## config.mk

```make
export PLATFORM = sky130hd
export DESIGN_NAME = mac_tx_flow_control
export DESIGN_NICKNAME = d
export VERILOG_FILES = /design/src/verilog/mac_fc_pkg.sv /design/src/verilog/tx_skid_buffer.sv /design/src/verilog/mac_tx_flow_control.sv
export SDC_FILE = /design/constraint.sdc
export NUM_CORES = 1
export LEC_CHECK = 0
export ABC_AREA = 1
export BUFFER_PORTS_ARGS = -buffer_cell sky130_fd_sc_hd__buf_4
export CORE_MARGIN = 2
export CORE_UTILIZATION = 31
export DETAILED_ROUTE_END_ITERATION = 8
export SYNTH_ARGS = -nofsm -noshare
export SYNTH_HDL_FRONTEND = slang
export SYNTH_SLANG_ARGS = --single-unit
```

## constraint.sdc

```tcl
create_clock -name mclk -period 7.9 [get_ports mclk]
set_input_delay 1.185 -clock mclk [delete_from_list [all_inputs] [get_ports mclk]]
set_output_delay 1.185 -clock mclk [all_outputs]
set_load 0.03 [all_outputs]
```

## src/verilog/mac_fc_pkg.sv

```systemverilog
package mac_fc_pkg;
  // Watermark register offsets and reset values (bytes free)
  localparam logic [7:0] ADDR_LOW_WM = 8'hb0;
  localparam logic [7:0] ADDR_HIGH_WM = 8'hb2;
  localparam logic [7:0] ADDR_OVR_WM = 8'hb4;
  localparam logic [15:0] LOW_WM_RST = 16'h1400;
  localparam logic [15:0] HIGH_WM_RST = 16'h0c00;
  localparam logic [15:0] OVR_WM_RST = 16'h0100;
  // Timing in bit times, converted to mclk cycles
  localparam int CLK_PERIOD_NS = 100;
  localparam int BIT_TIME_NS = 100;
  localparam int IPG_BITS = 96;
  localparam int SLOT_BITS = 512;
  localparam int QUANTUM_BITS = 512;
  localparam int FC_FRAME_BITS = 512;
  localparam int BYTE_BITS = 8;
  localparam int IPG_CYC = (IPG_BITS * BIT_TIME_NS + CLK_PERIOD_NS - 1) / CLK_PERIOD_NS;
  localparam int SLOT_CYC = (SLOT_BITS * BIT_TIME_NS + CLK_PERIOD_NS - 1) / CLK_PERIOD_NS;
  localparam int QUANTUM_CYC = (QUANTUM_BITS * BIT_TIME_NS + CLK_PERIOD_NS - 1) / CLK_PERIOD_NS;
  localparam int FC_FRAME_CYC = (FC_FRAME_BITS * BIT_TIME_NS + CLK_PERIOD_NS - 1) / CLK_PERIOD_NS;
  localparam int BYTE_CYC = (BYTE_BITS * BIT_TIME_NS + CLK_PERIOD_NS - 1) / CLK_PERIOD_NS;
  // Retry policy
  localparam logic [4:0] MAX_ATTEMPTS = 5'h10;
  localparam logic [4:0] BACKOFF_LIMIT = 5'h0a;
  // Flow control frame contents
  localparam logic [15:0] PAUSE_MAX = 16'hffff;
  localparam logic [15:0] PAUSE_ZERO = 16'h0000;
  localparam logic [7:0] PREAMBLE_BYTE = 8'h55;

  typedef enum logic [2:0] {
    ST_IDLE = 3'b000,
    ST_XMIT = 3'b001,
    ST_FCTX = 3'b010,
    ST_FLUSH = 3'b011,
    ST_BACKOFF = 3'b100,
    ST_BPHOLD = 3'b101,
    ST_BPGAP = 3'b110
  } tx_state_t;
endpackage : mac_fc_pkg

```

## src/verilog/tx_skid_buffer.sv

```systemverilog
`timescale 1ns/10ps
`default_nettype none
module tx_skid_buffer #(
  parameter int WIDTH = 9
) (
  // Clock and reset
  input wire logic mclk,
  input wire logic rst,
  // Fill side
  input wire logic in_valid,
  output logic in_ready,
  input wire logic [WIDTH-1:0] in_data,
  // Drain side
  output logic out_valid,
  input wire logic out_ready,
  output logic [WIDTH-1:0] out_data
);
  logic [1:0] count;
  logic [1:0] next_count;
  logic [WIDTH-1:0] tail;
  logic [WIDTH-1:0] next_head;
  logic [WIDTH-1:0] next_tail;
  logic push;
  logic pop;

  initial begin
    if (WIDTH < 1) $error("tx_skid_buffer: WIDTH must be at least 1");
  end

  always_comb begin
    push = in_valid && in_ready;
    pop = out_valid && out_ready;
    next_count = count + {1'b0, push} - {1'b0, pop};
    next_head = out_data;
    next_tail = tail;
    if ((count == 2'h0 && push) || (count == 2'h1 && push && pop)) begin
      next_head = in_data;
    end else if (count == 2'h2 && pop) begin
      next_head = tail;
    end
    // Tail only fills once the head is occupied and stays so
    if ((count == 2'h1 && push && !pop) || (count == 2'h2 && push && pop)) begin
      next_tail = in_data;
    end
  end

  always_ff @(posedge mclk or posedge rst) begin
    if (rst) begin
      count <= 2'h0;
      out_data <= '0;
      tail <= '0;
      in_ready <= 1'b0;
      out_valid <= 1'b0;
    end else begin
      count <= next_count;
      out_data <= next_head;
      tail <= next_tail;
      in_ready <= (next_count != 2'h2);
      out_valid <= (next_count != 2'h0);
    end
  end
endmodule : tx_skid_buffer
`default_nettype wire

```

## src/verilog/mac_tx_flow_control.sv

```systemverilog
// Operation
// - 96 bit gap after a good frame
// - After collisions, gap counts from carrier drop
// - Half duplex retries use binary exponential backoff
// - Sixteenth collision drops the frame
// - Collision past 512 bits drops frame
// - Pause frame holds data until timer expires
// - New pause frame reloads running timer
// - Own flow control frames still sent while paused
// - Start pausing at high free-space watermark
// - Stop pausing at low watermark, with hysteresis
// - Drop received frames at overrun watermark
// - Xoff frame carries maximum pause time
// - Xon frame carries zero pause time
// - Half duplex backpressure sends preamble carrier
// - Backpressure carrier drops briefly, then resumes
// - Queued frames interrupt backpressure and go out
// - Backpressure resumes after queued frames leave
// - Collision in backpressure keeps carrier, no backoff
`timescale 1ns/10ps
`default_nettype none
module mac_tx_flow_control
  import mac_fc_pkg::*;
#(
  parameter int BP_HOLD_CYC = 2048,
  parameter int BP_GAP_CYC = 8
) (
  // Clock and reset
  input wire logic mclk,
  input wire logic rst,
  // Register port
  input wire logic reg_wr,
  input wire logic [7:0] reg_addr,
  input wire logic [15:0] reg_wdata,
  output logic [15:0] reg_rdata,
  // Mode
  input wire logic full_duplex,
  input wire logic bp_enable,
  // Transmit queue
  input wire logic tx_valid,
  output logic tx_ready,
  input wire logic [7:0] tx_data,
  input wire logic tx_last,
  output logic tx_done,
  output logic tx_rewind,
  output logic tx_drop,
  // Receive side
  input wire logic [15:0] rx_free,
  input wire logic pause_valid,
  input wire logic [15:0] pause_quanta,
  output logic rx_drop,
  output logic paused,
  // PHY
  input wire logic crs,
  input wire logic col,
  output logic phy_tx_en,
  output logic [7:0] phy_txd,
  output logic fc_frame
);
  localparam int BCNT_W = 16;

  initial begin
    if (BP_HOLD_CYC < 2 || BP_HOLD_CYC > 65535) $error("mac_tx_flow_control: bad BP_HOLD_CYC");
    if (BP_GAP_CYC < 1 || BP_GAP_CYC > 65535) $error("mac_tx_flow_control: bad BP_GAP_CYC");
    if (BYTE_CYC < 2 || BYTE_CYC > 16 || IPG_CYC > 255) $error("mac_tx_flow_control: bad timing");
  end

  function automatic logic [9:0] backoff_mask(input logic [4:0] n);
    logic [4:0] k;
    k = (n > BACKOFF_LIMIT) ? BACKOFF_LIMIT : n;
    backoff_mask = 10'((11'h001 << k) - 11'h001);
  endfunction : backoff_mask

  // Flow state
  logic [15:0] low_thr, high_thr, ovr_thr;
  logic [15:0] next_low_thr, next_high_thr, next_ovr_thr, next_rdata;
  logic xoff, next_xoff, fc_pend, next_fc_pend, fc_taken;
  logic [15:0] fc_val, next_fc_val, pause_cnt, next_pause_cnt, fc_send, next_fc_send;
  logic [9:0] quant_cnt, next_quant_cnt;
  // Transmit state
  tx_state_t state, next_state;
  logic [BCNT_W-1:0] bcnt, next_bcnt;
  logic [3:0] phase, next_phase;
  logic [4:0] attempts, next_attempts;
  logic [9:0] slots, next_slots, bo_cnt, next_bo_cnt;
  logic [15:0] lfsr;
  logic [7:0] gap, next_gap;
  logic last_seen, next_last_seen, flush_retry, next_flush_retry;
  logic next_tx_en, next_fc_frame, next_done, next_rewind, next_drop;
  logic [7:0] next_txd;
  // PHY synchronisers
  logic crs_meta, crs_s, col_meta, col_s;
  // Buffer
  logic buf_valid, buf_ready, buf_last;
  logic [7:0] buf_byte;
  logic gap_ok, bp_wanted, bp_exit;

  // Stall at the queue instead of losing a byte when the line is busy
  tx_skid_buffer #(.WIDTH(9)) u_buf (
    .mclk(mclk),
    .rst(rst),
    .in_valid(tx_valid),
    .in_ready(tx_ready),
    .in_data({tx_last, tx_data}),
    .out_valid(buf_valid),
    .out_ready(buf_ready),
    .out_data({buf_last, buf_byte})
  );

  always_comb begin
    next_low_thr = low_thr;
    next_high_thr = high_thr;
    next_ovr_thr = ovr_thr;
    if (reg_wr && reg_addr == ADDR_LOW_WM) next_low_thr = reg_wdata;
    if (reg_wr && reg_addr == ADDR_HIGH_WM) next_high_thr = reg_wdata;
    if (reg_wr && reg_addr == ADDR_OVR_WM) next_ovr_thr = reg_wdata;
    unique case (reg_addr)
      ADDR_LOW_WM: next_rdata = low_thr;
      ADDR_HIGH_WM: next_rdata = high_thr;
      ADDR_OVR_WM: next_rdata = ovr_thr;
      default: next_rdata = 16'h0000;
    endcase
    // Hysteresis between the two watermarks
    next_xoff = xoff;
    if (rx_free <= high_thr) next_xoff = 1'b1;
    else if (rx_free >= low_thr) next_xoff = 1'b0;
    // A new edge beats the clear from a frame just started
    next_fc_pend = fc_pend && !fc_taken;
    next_fc_val = fc_val;
    if (full_duplex && next_xoff != xoff) begin
      next_fc_pend = 1'b1;
      next_fc_val = next_xoff ? PAUSE_MAX : PAUSE_ZERO;
    end
    next_pause_cnt = pause_cnt;
    next_quant_cnt = quant_cnt;
    if (pause_valid) begin
      next_pause_cnt = pause_quanta;
      next_quant_cnt = 10'h000;
    end else if (pause_cnt != 16'h0000) begin
      if (quant_cnt == 10'(QUANTUM_CYC - 1)) begin
        next_quant_cnt = 10'h000;
        next_pause_cnt = pause_cnt - 16'h0001;
      end else begin
        next_quant_cnt = quant_cnt + 10'h001;
      end
    end
  end

  always_ff @(posedge mclk or posedge rst) begin
    if (rst) begin
      low_thr <= LOW_WM_RST;
      high_thr <= HIGH_WM_RST;
      ovr_thr <= OVR_WM_RST;
      reg_rdata <= 16'h0000;
      xoff <= 1'b0;
      fc_pend <= 1'b0;
      fc_val <= PAUSE_ZERO;
      pause_cnt <= 16'h0000;
      quant_cnt <= 10'h000;
      paused <= 1'b0;
      rx_drop <= 1'b0;
    end else begin
      low_thr <= next_low_thr;
      high_thr <= next_high_thr;
      ovr_thr <= next_ovr_thr;
      reg_rdata <= next_rdata;
      xoff <= next_xoff;
      fc_pend <= next_fc_pend;
      fc_val <= next_fc_val;
      pause_cnt <= next_pause_cnt;
      quant_cnt <= next_quant_cnt;
      paused <= (next_pause_cnt != 16'h0000);
      rx_drop <= (rx_free <= ovr_thr);
    end
  end

  always_comb begin
    gap_ok = (gap == 8'(IPG_CYC));
    bp_wanted = xoff && !full_duplex && bp_enable;
    bp_exit = !bp_wanted || (buf_valid && !paused);
    // Gap restarts on own carrier and, in half duplex, on sensed carrier
    if (phy_tx_en || (!full_duplex && crs_s)) next_gap = 8'h00;
    else next_gap = gap_ok ? gap : gap + 8'h01;
    next_state = state;
    next_bcnt = bcnt + 16'h0001;
    next_phase = phase;
    next_attempts = attempts;
    next_slots = slots;
    next_bo_cnt = bo_cnt;
    next_last_seen = last_seen;
    next_flush_retry = flush_retry;
    next_tx_en = phy_tx_en;
    next_txd = phy_txd;
    next_fc_frame = 1'b0;
    next_done = 1'b0;
    next_rewind = 1'b0;
    next_drop = 1'b0;
    fc_taken = 1'b0;
    next_fc_send = fc_send;
    buf_ready = 1'b0;
    unique case (state)
      ST_IDLE: begin
        next_tx_en = 1'b0;
        next_bcnt = 16'h0000;
        next_phase = 4'h0;
        next_last_seen = 1'b0;
        if (fc_pend && gap_ok) begin
          next_state = ST_FCTX;
          fc_taken = 1'b1;
          // Frozen so a later watermark edge cannot alter a frame on the line
          next_fc_send = fc_val;
        end else if (buf_valid && !paused && gap_ok) begin
          next_state = ST_XMIT;
        end else if (bp_wanted && !buf_valid) begin
          next_state = ST_BPHOLD;
        end
      end
      ST_XMIT: begin
        if (col_s && !full_duplex) begin
          next_tx_en = 1'b0;
          next_state = ST_FLUSH;
          if (bcnt >= 16'(SLOT_CYC)) begin
            next_flush_retry = 1'b0;
          end else if (attempts == MAX_ATTEMPTS - 5'h01) begin
            next_flush_retry = 1'b0;
          end else begin
            next_flush_retry = 1'b1;
            next_attempts = attempts + 5'h01;
            next_slots = lfsr[9:0] & backoff_mask(attempts + 5'h01);
          end
        end else if (phase == 4'h0) begin
          next_bcnt = bcnt;
          if (last_seen) begin
            next_tx_en = 1'b0;
            next_done = 1'b1;
            next_attempts = 5'h00;
            next_state = ST_IDLE;
          end else if (buf_valid) begin
            buf_ready = 1'b1;
            next_tx_en = 1'b1;
            next_txd = buf_byte;
            next_last_seen = buf_last;
            next_phase = 4'h1;
            next_bcnt = bcnt + 16'h0001;
          end
        end else begin
          next_phase = (phase == 4'(BYTE_CYC - 1)) ? 4'h0 : phase + 4'h1;
        end
      end
      ST_FLUSH: begin
        // Discard the rest of the aborted frame from the buffer
        buf_ready = !last_seen;
        if (last_seen || (buf_valid && buf_last)) begin
          next_rewind = flush_retry;
          next_drop = !flush_retry;
          if (!flush_retry) next_attempts = 5'h00;
          next_bo_cnt = 10'h000;
          next_state = flush_retry ? ST_BACKOFF : ST_IDLE;
        end
      end
      ST_BACKOFF: begin
        if (slots == 10'h000) begin
          next_state = ST_IDLE;
        end else if (bo_cnt == 10'(SLOT_CYC - 1)) begin
          next_bo_cnt = 10'h000;
          next_slots = slots - 10'h001;
        end else begin
          next_bo_cnt = bo_cnt + 10'h001;
        end
      end
      ST_FCTX: begin
        next_tx_en = 1'b1;
        next_fc_frame = 1'b1;
        next_txd = bcnt[3] ? fc_send[7:0] : fc_send[15:8];
        if (bcnt == 16'(FC_FRAME_CYC - 1)) begin
          next_tx_en = 1'b0;
          next_fc_frame = 1'b0;
          next_state = ST_IDLE;
        end
      end
      ST_BPHOLD: begin
        // Collisions are ignored here so carrier stays up
        next_tx_en = 1'b1;
        next_txd = PREAMBLE_BYTE;
        if (bp_exit) begin
          next_tx_en = 1'b0;
          next_state = ST_IDLE;
        end else if (bcnt == 16'(BP_HOLD_CYC - 1)) begin
          next_tx_en = 1'b0;
          next_bcnt = 16'h0000;
          next_state = ST_BPGAP;
        end
      end
      ST_BPGAP: begin
        next_tx_en = 1'b0;
        if (bp_exit) begin
          next_state = ST_IDLE;
        end else if (bcnt == 16'(BP_GAP_CYC - 1)) begin
          next_tx_en = 1'b1;
          next_txd = PREAMBLE_BYTE;
          next_bcnt = 16'h0000;
          next_state = ST_BPHOLD;
        end
      end
      default: begin
        next_tx_en = 1'b0;
        next_state = ST_IDLE;
      end
    endcase
  end

  always_ff @(posedge mclk or posedge rst) begin
    if (rst) begin
      crs_meta <= 1'b0;
      crs_s <= 1'b0;
      col_meta <= 1'b0;
      col_s <= 1'b0;
      state <= ST_IDLE;
      bcnt <= 16'h0000;
      phase <= 4'h0;
      attempts <= 5'h00;
      slots <= 10'h000;
      bo_cnt <= 10'h000;
      lfsr <= 16'hace1;
      gap <= 8'h00;
      last_seen <= 1'b0;
      flush_retry <= 1'b0;
      fc_send <= PAUSE_ZERO;
      phy_tx_en <= 1'b0;
      phy_txd <= 8'h00;
      fc_frame <= 1'b0;
      tx_done <= 1'b0;
      tx_rewind <= 1'b0;
      tx_drop <= 1'b0;
    end else begin
      crs_meta <= crs;
      crs_s <= crs_meta;
      col_meta <= col;
      col_s <= col_meta;
      state <= next_state;
      bcnt <= next_bcnt;
      phase <= next_phase;
      attempts <= next_attempts;
      slots <= next_slots;
      bo_cnt <= next_bo_cnt;
      lfsr <= {lfsr[14:0], lfsr[15] ^ lfsr[13] ^ lfsr[12] ^ lfsr[10]};
      gap <= next_gap;
      last_seen <= next_last_seen;
      flush_retry <= next_flush_retry;
      fc_send <= next_fc_send;
      phy_tx_en <= next_tx_en;
      phy_txd <= next_txd;
      fc_frame <= next_fc_frame;
      tx_done <= next_done;
      tx_rewind <= next_rewind;
      tx_drop <= next_drop;
    end
  end
endmodule : mac_tx_flow_control
`default_nettype wire

```

Word level (Yosys, flattened, before mapping). Index checks and enable logic that the tools add are counted.

Flip-flop bits (word level): 239. Bits in latches: 0. RAM bits: 0. Memory bits (read-only): 0. Bits of input ports: 74. Output and inout bits: 32. Word-level logic and storage cells: 275. Memories: 0.

Add/subtract/negate cells: 11. Multiply operators: 0. Div/mod/pow operators: 0. Magnitude comparators: 5. Equal/unequal tests: 49. Shift operators: 1. Mux-type cells: 105. Bitwise logic cells: 5. Reduce and logical (&&, ||, !) cells: 62.

Operators with widths (count): $mux W16 (12); $mux W10 (11); $mux W8 (9); $pmux W16 S4 (1); $pmux W16 S3 (1); $mux W3 (14); $mux W5 (8); $pmux W10 S2 (2); $mux W1 (33); $le A16 B16 Y1 (2); $pmux W8 S4 (1); $reduce_bool A16 Y1 (2); $ne A2 B2 Y1 const B (15); $eq A8 B8 Y1 const B (3); $logic_and A1 B1 Y1 (23); $ne A3 B3 Y1 const B (7); $pmux W3 S7 (1); $add A10 B1 Y10 const B (2); $eq A10 B9 Y1 const B (2); $mux W4 (5); $sub A10 B1 Y10 const B (2); $mux W9 (2); $add A16 B1 Y16 const B (1); $eq A16 B11 Y1 const B (1); other kinds (47) (78).

Depth between registers and ports, before layout. Gate-level depths: netlist of run 1.

Depth after elaboration: 10. Depth in mapped cells: 17. Mapped depth without buffers: 17.

Cells and area by module. A second synthesis of run 1 with hierarchy kept.

Cells, all modules: 1475. Area total of the unflattened synthesis: 11766.3 µm².

By module, submodules not included: mac_tx_flow_control (times used 1, cells each 1358, area each 10682.7 µm², seq. area each 4695.8 µm²); tx_skid_buffer (times used 1, cells each 117, area each 1083.5 µm², seq. area each 550.5 µm²).

Worst setup path before layout of run 1. OpenSTA, ideal clock, no wires.

Path kind: input to register. From: in full_duplex. To: reg u_buf.out_valid. Setup time: 0.127 ns. Data arrival time: 2.675 ns. Data required time: 7.773 ns. Setup slack: 5.098 ns. Stages: 14. Path buffers: 0. Path through: inv_2 -> nand2_2 -> nand2_1 -> nor2_1 -> nand2_2 -> o21ai_2 -> nand2_2 -> inv_2 -> ha_1 -> inv_1 -> ha_1 -> xnor2_1 -> xor2_1 -> or2_2.

Cells in the longest elaborated chain, start to end: 7.

RTL lines: from (decl) (line mac_tx_flow_control.sv:37) `input wire logic full_duplex,`; $logic_not A1 Y1 (line mac_tx_flow_control.sv:219) `if (col_s && !full_duplex) begin`; $logic_and A1 B1 Y1 (line mac_tx_flow_control.sv:219); $mux W1 (line mac_tx_flow_control.sv:219); $pmux W1 S2 (line mac_tx_flow_control.sv:201) `unique case (state)`; $logic_and A1 B1 Y1 (line tx_skid_buffer.sv:32) `pop = out_valid && out_ready;`; $sub A2 B1 Y2 (line tx_skid_buffer.sv:33) `next_count = count + {1'b0, push} - {1'b0, pop};`; named net u_buf.next_count[1] (line tx_skid_buffer.sv:19) `logic [1:0] next_count;`; $reduce_bool A2 Y1 (line tx_skid_buffer.sv:59) `out_valid <= (next_count != 2'h0);`; to (signal assigned) (line tx_skid_buffer.sv:59); to (decl) (line tx_skid_buffer.sv:14) `output logic out_valid,`.

The timed path passes the listed nets, and every way through them passes these cells. A chain may end at the register's enable or synchronous reset.

Worst setup path in the final report of run 1.
From: in reg_addr[6]. To: reg low_thr[7].

Cells in the longest elaborated chain, start to end: 2.

RTL lines: from (decl) (line mac_tx_flow_control.sv:33) `input wire logic [7:0] reg_addr,`; $eq A8 B8 Y1 (line mac_tx_flow_control.sv:114) `if (reg_wr && reg_addr == ADDR_LOW_WM) next_low_thr = reg_wdata;`; $logic_and A1 B1 Y1 (line mac_tx_flow_control.sv:114); to (signal assigned) (line mac_tx_flow_control.sv:163) `low_thr <= next_low_thr;`; to (decl) (line mac_tx_flow_control.sv:75) `logic [15:0] low_thr, high_thr, ovr_thr;`.

No other way between the ends.

==> results of run 1 <==
## per-stage QoR
step | power, mW | setup slack [ps]
floorplan | 2.23 | 1030
CTS | 3.69 | 4950
global placement | 2.48 | 4580
detailed placement | 2.51 | 4410
finish | 3.65 | 4920
global route | 3.92 | 4630
## area by class of cell
type,instances,area (um^2),share of cell area (%)
Inverter,237,900,6.48
Clock buffer,31,688,4.96
Sequential cell,209,5250,37.8
Clock inverter,12,141,1.02
Tap cell,511,639,4.61
Timing Repair Buffer,106,796,5.74
Multi-Input combinational cell,1042,5460,39.4
## cells in the mapped netlist (2+ instances only)
master | count | area, um^2
nor4_1 | 3 | 18.8
and3_1 | 2 | 12.5
nand4_1 | 24 | 150
clkbuf_1 | 19 | 71.3
xnor2_1 | 6 | 52.6
nand3_1 | 91 | 455
ha_1 | 65 | 813
o211ai_1 | 10 | 75.1
o21ai_0 | 107 | 536
o31ai_1 | 2 | 15.0
nor2_1 | 122 | 458
buf_6 | 3 | 33.8
o21ai_1 | 27 | 135
nand2_1 | 387 | 1450
dfrtp_1 | 196 | 4900
xor2_1 | 15 | 131
nand3b_1 | 8 | 60.1
o21a_1 | 6 | 45.0
nand3_4 | 2 | 35.0
nor3_2 | 2 | 20.0
or2_2 | 11 | 68.8
a21boi_1 | 2 | 15.0
nor3b_1 | 2 | 15.0
a21oi_1 | 65 | 325
a31oi_1 | 14 | 87.6
buf_2 | 10 | 50.1
o221ai_1 | 15 | 131
inv_2 | 12 | 45.0
nor2_2 | 5 | 31.3
nor3_1 | 27 | 135
a21boi_0 | 2 | 15.0
dfstp_2 | 13 | 342
inv_1 | 224 | 841
nand3_2 | 3 | 30.0
o22ai_1 | 2 | 12.5
nand2_2 | 4 | 25.0
o21ai_2 | 3 | 26.3
## cells by family (layout without fill, tap and decap cells)
family / after synthesis / after routing
simple gates: 696 / 696
buf+inv: 269 / 386
compound gates: 259 / 259
flops: 209 / 209
fa+ha+maj: 65 / 65
xor+xnor: 21 / 21
mux: 1 / 1
## sequential cells by signal, indices dropped and copies added (netlist names), 4 cells and up
register        count
ovr_thr            16
u_buf.tail          9
bo_cnt             10
high_thr           16
phy_txd             8
slots              10
bcnt               16
lfsr               16
gap                 8
attempts            5
phase               4
pause_cnt          16
low_thr            16
quant_cnt          10
reg_rdata          16
u_buf.out_data      9
## routing by layer
layer,up-vias,part of all wire (%),global-route usage (%)
met2,147,48,25.4
met3,44,3.7,1.59
met1,4640,46,19.1
met4,0,2.4,4.12
li1,5132,-,-
met5,-,0,0
## worst min-delay path by stage
stage	start	endpoint	slack (ps)	cells past startpoint
after detailed placement	col_meta	col_s	340	0
after global placement	col_meta	col_s	330	0
after CTS	col_meta	col_s	350	0
after global routing	col_meta	col_s	360	0
after floorplan	col_meta	col_s	330	0
final	col_meta	col_s	350	0
## report_power, final
part	total (mW)	internal [mW]	leakage [nW]	switching [mW]
Combinational	1.12	0.392	3.55	0.731
Clock	1.17	0.712	0.414	0.455
Sequential	1.36	1.24	2.69	0.123
Total	3.65	2.35	6.66	1.31
==> results.cfg, run 1 <==
[status]
status = complete, no violations

[synth]
ys_async_sr_fraction_pct = 100
synth_nets = 1659
synth_mux_area_share_pct = 0.0958
yosysSeqAreaShare_pct = 44.6
ys.flop_type = dfrtp_1
synth_edf_count = 0
avgSynthCellArea_um2 = 7.73
synth_cells = 1520
ys_warn_count = 0
synthSimpleGateAreaFrac_pct = 25.5
synth_area_mm2 = 0.0118
synth_cell_types = 46
synth_seq_cells = 209
synth_xor_area_share_pct = 1.56
synth_top_family_by_area = simple AND/OR/NAND/NOR gates
synth_compound_area_share_pct = 12.4
synthAdderAreaFrac_pct = 6.92

[worst_setup_path]
crit_cells = 6
rrSetupSlack_ps = 5060
worst-path-buf-inv = 2
slowest_stage = nand2_1
crit_type = in2reg
path_max_fanout = 32
start_kind = input port
ff2ff_path_depth = 15
crit_path_start = reg_addr[6]
cp_data_required_time_ps = 8310
cp-endpoint = low_thr[7]
arrival_ps = 3390
cp_common_cell = nand2_1
crit_chain = buf_4, nor3_1, nand2_1, inv_1, nand2_1, o21ai_0
crit_family = simple AND/OR/NAND/NOR gates
worst_r2r_startpoint = attempts[0]
cp-end-kind = flip-flop
cpPeakStageDelay_ps = 580
r2r-end = slots[2]

[timing]
final_hold_viol_count = 0
fin_skew_ps = 13.7
setup_tns_ps = 0
max_freq_mhz = 336
finalCriticalPeriod_ps = 2980
tightest_slew_ps = 1200
slew_violations = 0
hold_ws_ps = 349
finalSetupViolCount = 0
rsz0062_at_grt = false
post-route-period-util_pct = 37.7
maxSlewHeadroom_pct = 19.9

[clocking]
hold_buffers = 0
cts_max_level = 1
cts_tree = done
cts_setup_buffers = 0
numCtsBuffers = 25
cts.clk_slew.worst_paths_ps = 60
clock_latency_ps = 520
numClockSinks = 209
cts.root.buffer_cell = clkbuf_16
cts_buffer_depth = 3
cts_resized = 0

[detailed_routing]
drc = 0
num_vias = 9963
drt-initial-drc-count = 579
drt_first_pass_iters = 6
ant_nets = 0
routed_via_density = 4.64
drt-total-wl_mm = 28.2
wire_per_inst_um = 13.1

[floorplanning]
die_w_um = 199
io_pins = 106
die_y_um = 199
rows = 71
fp.coreArea_mm2 = 0.0375
initial_core_util_pct = 31.4
dieArea_mm2 = 0.0395

[cells_and_area]
fin_cells = 2148
num-nets-final = 1760
fillers = 3920
syn2layout_area_growth_pct = 18.0
layout-drive-gt1-share_pct = 12.6
final_util_pct = 37.0
finalInstanceArea_mm2 = 0.0139
final_common_cell = nand2_1
final_cell_mix = 387 x nand2_1, 223 x inv_1, 196 x dfrtp_1, 122 x nor2_1, 107 x o21ai_0
diodes = 0

[placed_design]
dp_hpwl_mm = 21.0
dp.cells = 2105
portBuffers = 105
placed_cell_area_mm2 = 0.0130
gp_congestion = 0.885

[worst_hold_path]
hp-class = reg2reg

[global_routing]
grt_pass1_wl_mm = 47.4
antenna_found_initial = 0
grt_pass1_vias = 9733
gr-total-overflow = 0
grt_usage_pct = 14.6
grt_max_degree = 138

[job]
maxCapViolCount = 0

[power_and_ir_drop]
power.density_mw_per_mm2 = 263
cellLeakagePower_nw = 6.66
max-vdd-ir-drop_uv = 166
Power figures use the tool's default switching activity.
==> inputs of run 2 (changes only) <==
==> constraint.sdc (replaced) <==
create_clock -name mclk -period 2.7 [get_ports mclk]
set_input_delay 0.405 -clock mclk [delete_from_list [all_inputs] [get_ports mclk]]
set_output_delay 0.405 -clock mclk [all_outputs]
set_load 0.03 [all_outputs]
==> run 2 against run 1 <==
  * Sequential power rose to 2.9 times the previous value
  * Clock power rose to 3.1 times the previous value
  * Critical path depth rose by 9
  * Global-route usage rose by 0.12 points
  * Critical endpoint is now slots[6]
  * Cell count rose by 1.0%
  * Sequential share of layout area fell by 0.65 points
  * Clock skew barely moved
  * Final area rose by 1.7%
==> results.cfg, run 2 (synthesis gave the netlist of run 1 again) <==
[cells_and_area]
layout-drive-gt1-share_pct = 13.6
fillers = 3920
final_common_cell = nand2_1
syn2layout_area_growth_pct = 20.1
num-nets-final = 1777
finalInstanceArea_mm2 = 0.0141
final_cell_mix = 387 x nand2_1, 223 x inv_1, 196 x dfrtp_1, 120 x nor2_1, 118 x buf_4

[timing]
tightest_slew_ps = 652
fin_skew_ps = 14.0
finalCriticalPeriod_ps = 2480
final_hold_viol_count = 0
rsz0062_at_grt = false
slew_violations = 0
post-route-period-util_pct = 91.9
finalSetupViolCount = 0
max_freq_mhz = 403
setup_slack_ps = 218
maxSlewHeadroom_pct = 56.1

[detailed_routing]
drt_first_pass_iters = 5
ant_nets = 0
drc = 0
wire_per_inst_um = 13.1
num_vias = 10100
drt-total-wl_mm = 28.5
drt-initial-drc-count = 554
routed_via_density = 4.63

[worst_setup_path]
slowest_stage = dfrtp_1
cp_common_cell = nand2_1
cpPeakStageDelay_ps = 410
worst-path-buf-inv = 1
crit_chain = ha_1, and3_1, ha_1, o21a_1, nand2_1, nand2_1, nand2_1, nor2_2, nand2_1, ha_1, inv_1, nor2_1, nand2_1, nand3b_1, a21oi_1
crit_family = simple AND/OR/NAND/NOR gates
cp_data_required_time_ps = 3150
arrival_ps = 2930
rrSetupSlack_ps = 220
start_kind = flip-flop
path_max_fanout = 4
crit_type = reg2reg
cp-end-kind = flip-flop

[floorplanning]
fp.coreArea_mm2 = 0.0375
die_w_um = 199
die_y_um = 199
io_pins = 106
rows = 71
initial_core_util_pct = 31.4
dieArea_mm2 = 0.0395

[clocking]
cts_max_level = 1
cts_buffer_depth = 3
numClockSinks = 209
cts_tree = done
clock_latency_ps = 530
cts.clk_slew.worst_paths_ps = 60
cts.root.buffer_cell = clkbuf_16
cts_setup_buffers = 0
numCtsBuffers = 26

[global_routing]
grt-busiest-layer = met2
use_met1_pct = 19.4
grt_pass1_vias = 9908
grt_usage_pct = 14.7
met3_usage_pct = 1.87
grt_max_degree = 109
antenna_found_initial = 1
gr-total-overflow = 0
grtUsageMet2_pct = 25.0
grt_pass1_wl_mm = 48.1

[placed_design]
dp_hpwl_mm = 21.2
placed_cell_area_mm2 = 0.0132
portBuffers = 105
gp_congestion = 0.876
pre_cts_slack_ps = 201

[power_and_ir_drop]
swShare_pct = 35.3
cellLeakagePower_nw = 6.77
pwr-share-clk_pct = 33.3
max-vdd-ir-drop_uv = 564
power.internal_mw = 7.11
netSwitchingPower_mw = 3.88
power.density_mw_per_mm2 = 778
p_comb_share_pct = 30.4
p_seq_share_pct = 36.3

[status]
status = complete, no violations

[worst_hold_path]
hp-class = in2async

[job]
maxCapViolCount = 0
## run 2: timing repair
action | CTS | global route
hold buffers | 2 | 0
gates resized for setup | 0 | 2
endpoints found under the hold margin | 2 | 0
setup endpoints to repair | 0 | 4
## run 2: worst paths after layout
check	depth (start not counted)	to	start
setup / recovery	15	slots[6]	attempts[1]
hold / removal	3	ovr_thr[4]	rst
setup reg to reg	15	slots[6]	attempts[1]
hold reg to reg	0	lfsr[15]	lfsr[14]
max in group asynchronous	3	tx_drop	rst
min in group mclk	3	u_buf.out_data[0]	tx_data[0]
## run 2: layout make-up
| type | count | area [um^2] | area share (%) |
|---|---|---|---|
| multi-input cells | 1042 | 5470 | 38.7 |
| flip-flops and latches | 209 | 5250 | 37.2 |
| repair buffers | 122 | 946 | 6.70 |
| inverters | 237 | 896 | 6.35 |
| clock buffers | 38 | 787 | 5.58 |
| well taps | 511 | 639 | 4.53 |
| clock inverters | 10 | 130 | 0.922 |
| diodes | 1 | 2.50 | 0.0177 |
## run 2: power by group through the flow
stage	combinational (mW)	sequential, mW	clock [mW]
finish	3.34	3.99	3.66
global route	3.86	4.05	3.89
CTS	3.35	3.98	3.76
detailed placement	3.33	4.03	0
global placement	3.27	4.03	0
floorplan	2.44	4.09	0
## run 2: metrics by stage
step | hold slack [ps] | power (mW) | setup TNS, ps | util (%) | instances
after global placement | 336 | 7.29 | 0 | 35.1 | 2119
after floorplan | 331 | 6.53 | -80090 | - | 1520
after global routing | 89.6 | 11.8 | 0 | 37.7 | 2170
after CTS | 73.6 | 11.1 | 0 | 37.6 | 2169
final | 49.3 | 11.0 | 0 | 37.7 | 2170
after detailed placement | 344 | 7.36 | 0 | 35.1 | 2119
## run 2: routing by layer
| layer | routed length [um] | share of wire (%) | vias up |
|---|---|---|---|
| li1 | - | - | 5173 |
| met4 | 775 | 2.7 | 0 |
| met1 | 13300 | 47 | 4669 |
| met5 | 0 | 0 | - |
| met3 | 960 | 3.4 | 50 |
| met2 | 13500 | 47 | 158 |
## run 2: tightest hold or removal path, delay by kind of cell
kind,cells,cell delay [ps]
buf+inv,3,620
==> inputs of run 3 (changes only) <==
--- a/config.mk
+++ b/config.mk
@@ -7,8 +7,9 @@
 export LEC_CHECK = 0
 export ABC_AREA = 1
 export BUFFER_PORTS_ARGS = -buffer_cell sky130_fd_sc_hd__buf_4
-export CORE_MARGIN = 2
+export CORE_MARGIN = 8
 export CORE_UTILIZATION = 31
+export CTS_BUF_LIST = sky130_fd_sc_hd__clkbuf_4 sky130_fd_sc_hd__clkbuf_8 sky130_fd_sc_hd__clkbuf_16
 export DETAILED_ROUTE_END_ITERATION = 8
 export SYNTH_ARGS = -nofsm -noshare
 export SYNTH_HDL_FRONTEND = slang
==> run 3 against run 2 <==
  * Clock power down 5.7%
  * Combinational power about the same
  * Sequential share of layout area up 0.13 points
  * Maximum frequency down 0.83%
  * Worst setup slack worse by 21 ps
  * Die area up 12%
  * Register-to-register slack worse by 20 ps
  * Critical path type unchanged
  * Sequential cell count unchanged
  * Count of clock-buffer cells in the layout down 4
  * Power down 1.8%
  * Via count up 1.1%
==> results.cfg, run 3 (synthesis gave the netlist of run 1 again) <==
[status]
status = complete, no violations

[timing]
finalSetupViolCount = 0
rsz0062_at_grt = false
slew_violations = 0
post-route-period-util_pct = 92.7
finalCriticalPeriod_ps = 2500
tightest_slew_ps = 607
fin_skew_ps = 9.81
setup_tns_ps = 0
max_freq_mhz = 400
maxSlewHeadroom_pct = 59.2
final_hold_viol_count = 0
hold_ws_ps = 23.7

[cells_and_area]
multiInputGateArea_mm2 = 0.00547
final_common_cell = nand2_1
syn2layout_area_growth_pct = 19.6
final_cell_mix = 387 x nand2_1, 222 x inv_1, 196 x dfrtp_1, 121 x nor2_1, 118 x buf_4
fin_cells = 2170
finalInstanceArea_mm2 = 0.0141
num-nets-final = 1777
fillers = 3969
layout-drive-gt1-share_pct = 13.9
seqCellArea_mm2 = 0.00525

[global_routing]
gr-total-overflow = 0
grt_usage_pct = 13.2
grt_pass1_wl_mm = 49.7
grt_pass1_vias = 10300
grt_max_degree = 110
antenna_found_initial = 1

[clocking]
cts.root.buffer_cell = clkbuf_16
cts_setup_buffers = 0
cts_tree = done
cts.clk_slew.worst_paths_ps = 60
clock_latency_ps = 530
numCtsBuffers = 26
cts_buffer_depth = 3
numClockSinks = 209
cts_max_level = 1

[power_and_ir_drop]
power.internal_mw = 6.88
pwr-share-clk_pct = 32.0
p_comb_share_pct = 31.1
swShare_pct = 36.2
netSwitchingPower_mw = 3.90
max-vdd-ir-drop_uv = 485
power.density_mw_per_mm2 = 767
cellLeakagePower_nw = 6.74
p_seq_share_pct = 36.9

[floorplanning]
initial_core_util_pct = 31.4
io_pins = 106
die_w_um = 211
die_y_um = 211
dieArea_mm2 = 0.0444
rows = 71
fp.coreArea_mm2 = 0.0375

[worst_setup_path]
slowest_stage = dfrtp_1
arrival_ps = 2920
start_kind = flip-flop
ff2ff_path_depth = 16
cp_common_cell = nand2_1
worst_r2r_startpoint = attempts[1]
rrSetupSlack_ps = 200
cp-end-kind = flip-flop
crit_type = reg2reg
cp_data_required_time_ps = 3120
r2r-end = slots[4]
path_max_fanout = 4
cpPeakStageDelay_ps = 410
crit_chain = ha_1, and3_1, ha_1, o21a_1, nand2_1, nand2_1, nand2_1, nor2_2, nand2_1, ha_1, nand2_1, nand2_1, nand3_1, nand2_1, nand3_1, nand2_1

[placed_design]
placed_cell_area_mm2 = 0.0132
gp_congestion = 0.853
dp_hpwl_mm = 22.0
dp.cells = 2119
portBuffers = 105

[detailed_routing]
num_vias = 10200
drt-initial-drc-count = 503
drc = 0
routed_via_density = 4.68
drt_first_pass_iters = 5
ant_nets = 0
wire_per_inst_um = 13.5
drt-total-wl_mm = 29.3

[worst_hold_path]
hp-class = in2async

[job]
maxCapViolCount = 0
-- run 3: changes by cell type in the layout (fill, tap and decap cells not counted) --
cell	previous run	this run
clkbuf_1	4	0
clkinvlp_4	3	7
bufinv_16	3	1
clkbuf_4	0	2
clkbuf_8	7	5
clkinv_2	5	7
inv_1	223	222
inv_2	12	13
nor2_1	120	121
nor2_2	7	6
-- run 3: critical path: cells and delay by family, from the launching register on --
family / cells / cell delay [ps]
adders and majority gates: 3 / 780
DFF: 1 / 410
and+or+nand+nor: 12 / 1100
AOI/OAI and AO/OA: 1 / 130
-- run 3: power groups by stage --
stage | sequential [mW] | combinational [mW] | clock (mW)
after global placement | 4.02 | 3.28 | 0
after floorplan | 4.09 | 2.44 | 0
after detailed placement | 4.03 | 3.34 | 0
after global routing | 4.05 | 3.84 | 3.69
final | 3.98 | 3.35 | 3.45
after CTS | 3.99 | 3.36 | 3.57
-- run 3: routing by layer --
layer	GRT usage, %	routed length (um)	vias to the layer above
met1	16.6	13400	4749
met5	0	0	-
met4	3.93	627	0
met2	23.1	13900	197
li1	-	-	5169
met3	2.06	1270	43
-- run 3: how the worst max path moves through the flow --
stage | start | cells past startpoint | to
2_1_floorplan | rst | 1 | attempts[0]
3_3_place_gp | attempts[1] | 16 | slots[2]
3_5_place_dp | attempts[1] | 15 | slots[6]
4_1_cts | attempts[1] | 15 | slots[6]
5_1_grt | attempts[1] | 16 | slots[4]
6_report | attempts[1] | 16 | slots[4]
-- run 3: through the flow --
stage / utilization, % / power [mW] / worst slack, ps
6_report: 37.5 / 10.8 / 197
3_5_place_dp: 35.1 / 7.38 / 160
4_1_cts: 37.5 / 10.9 / 152
3_3_place_gp: 35.1 / 7.30 / 276
2_1_floorplan: - / 6.53 / -409
5_1_grt: 37.5 / 11.6 / 4.27
-- run 3: area by class of cell --
type                            count  share of cell area, %
Clock inverter                     14                  0.783
Timing Repair Buffer              122                   6.73
Clock buffer                       34                   5.40
Sequential cell                   209                   37.3
Multi-Input combinational cell   1042                   38.9
Tap cell                          511                   4.55
Inverter                          237                   6.37
Antenna cell                        1                 0.0178
-- run 3: repair_timing --
item / 4_1_cts / 5_1_grt
resized for setup: 0 / 2
hold buffers: 2 / 0
endpoints found under the setup margin: 0 / 3
hold endpoints to repair: 2 / 0
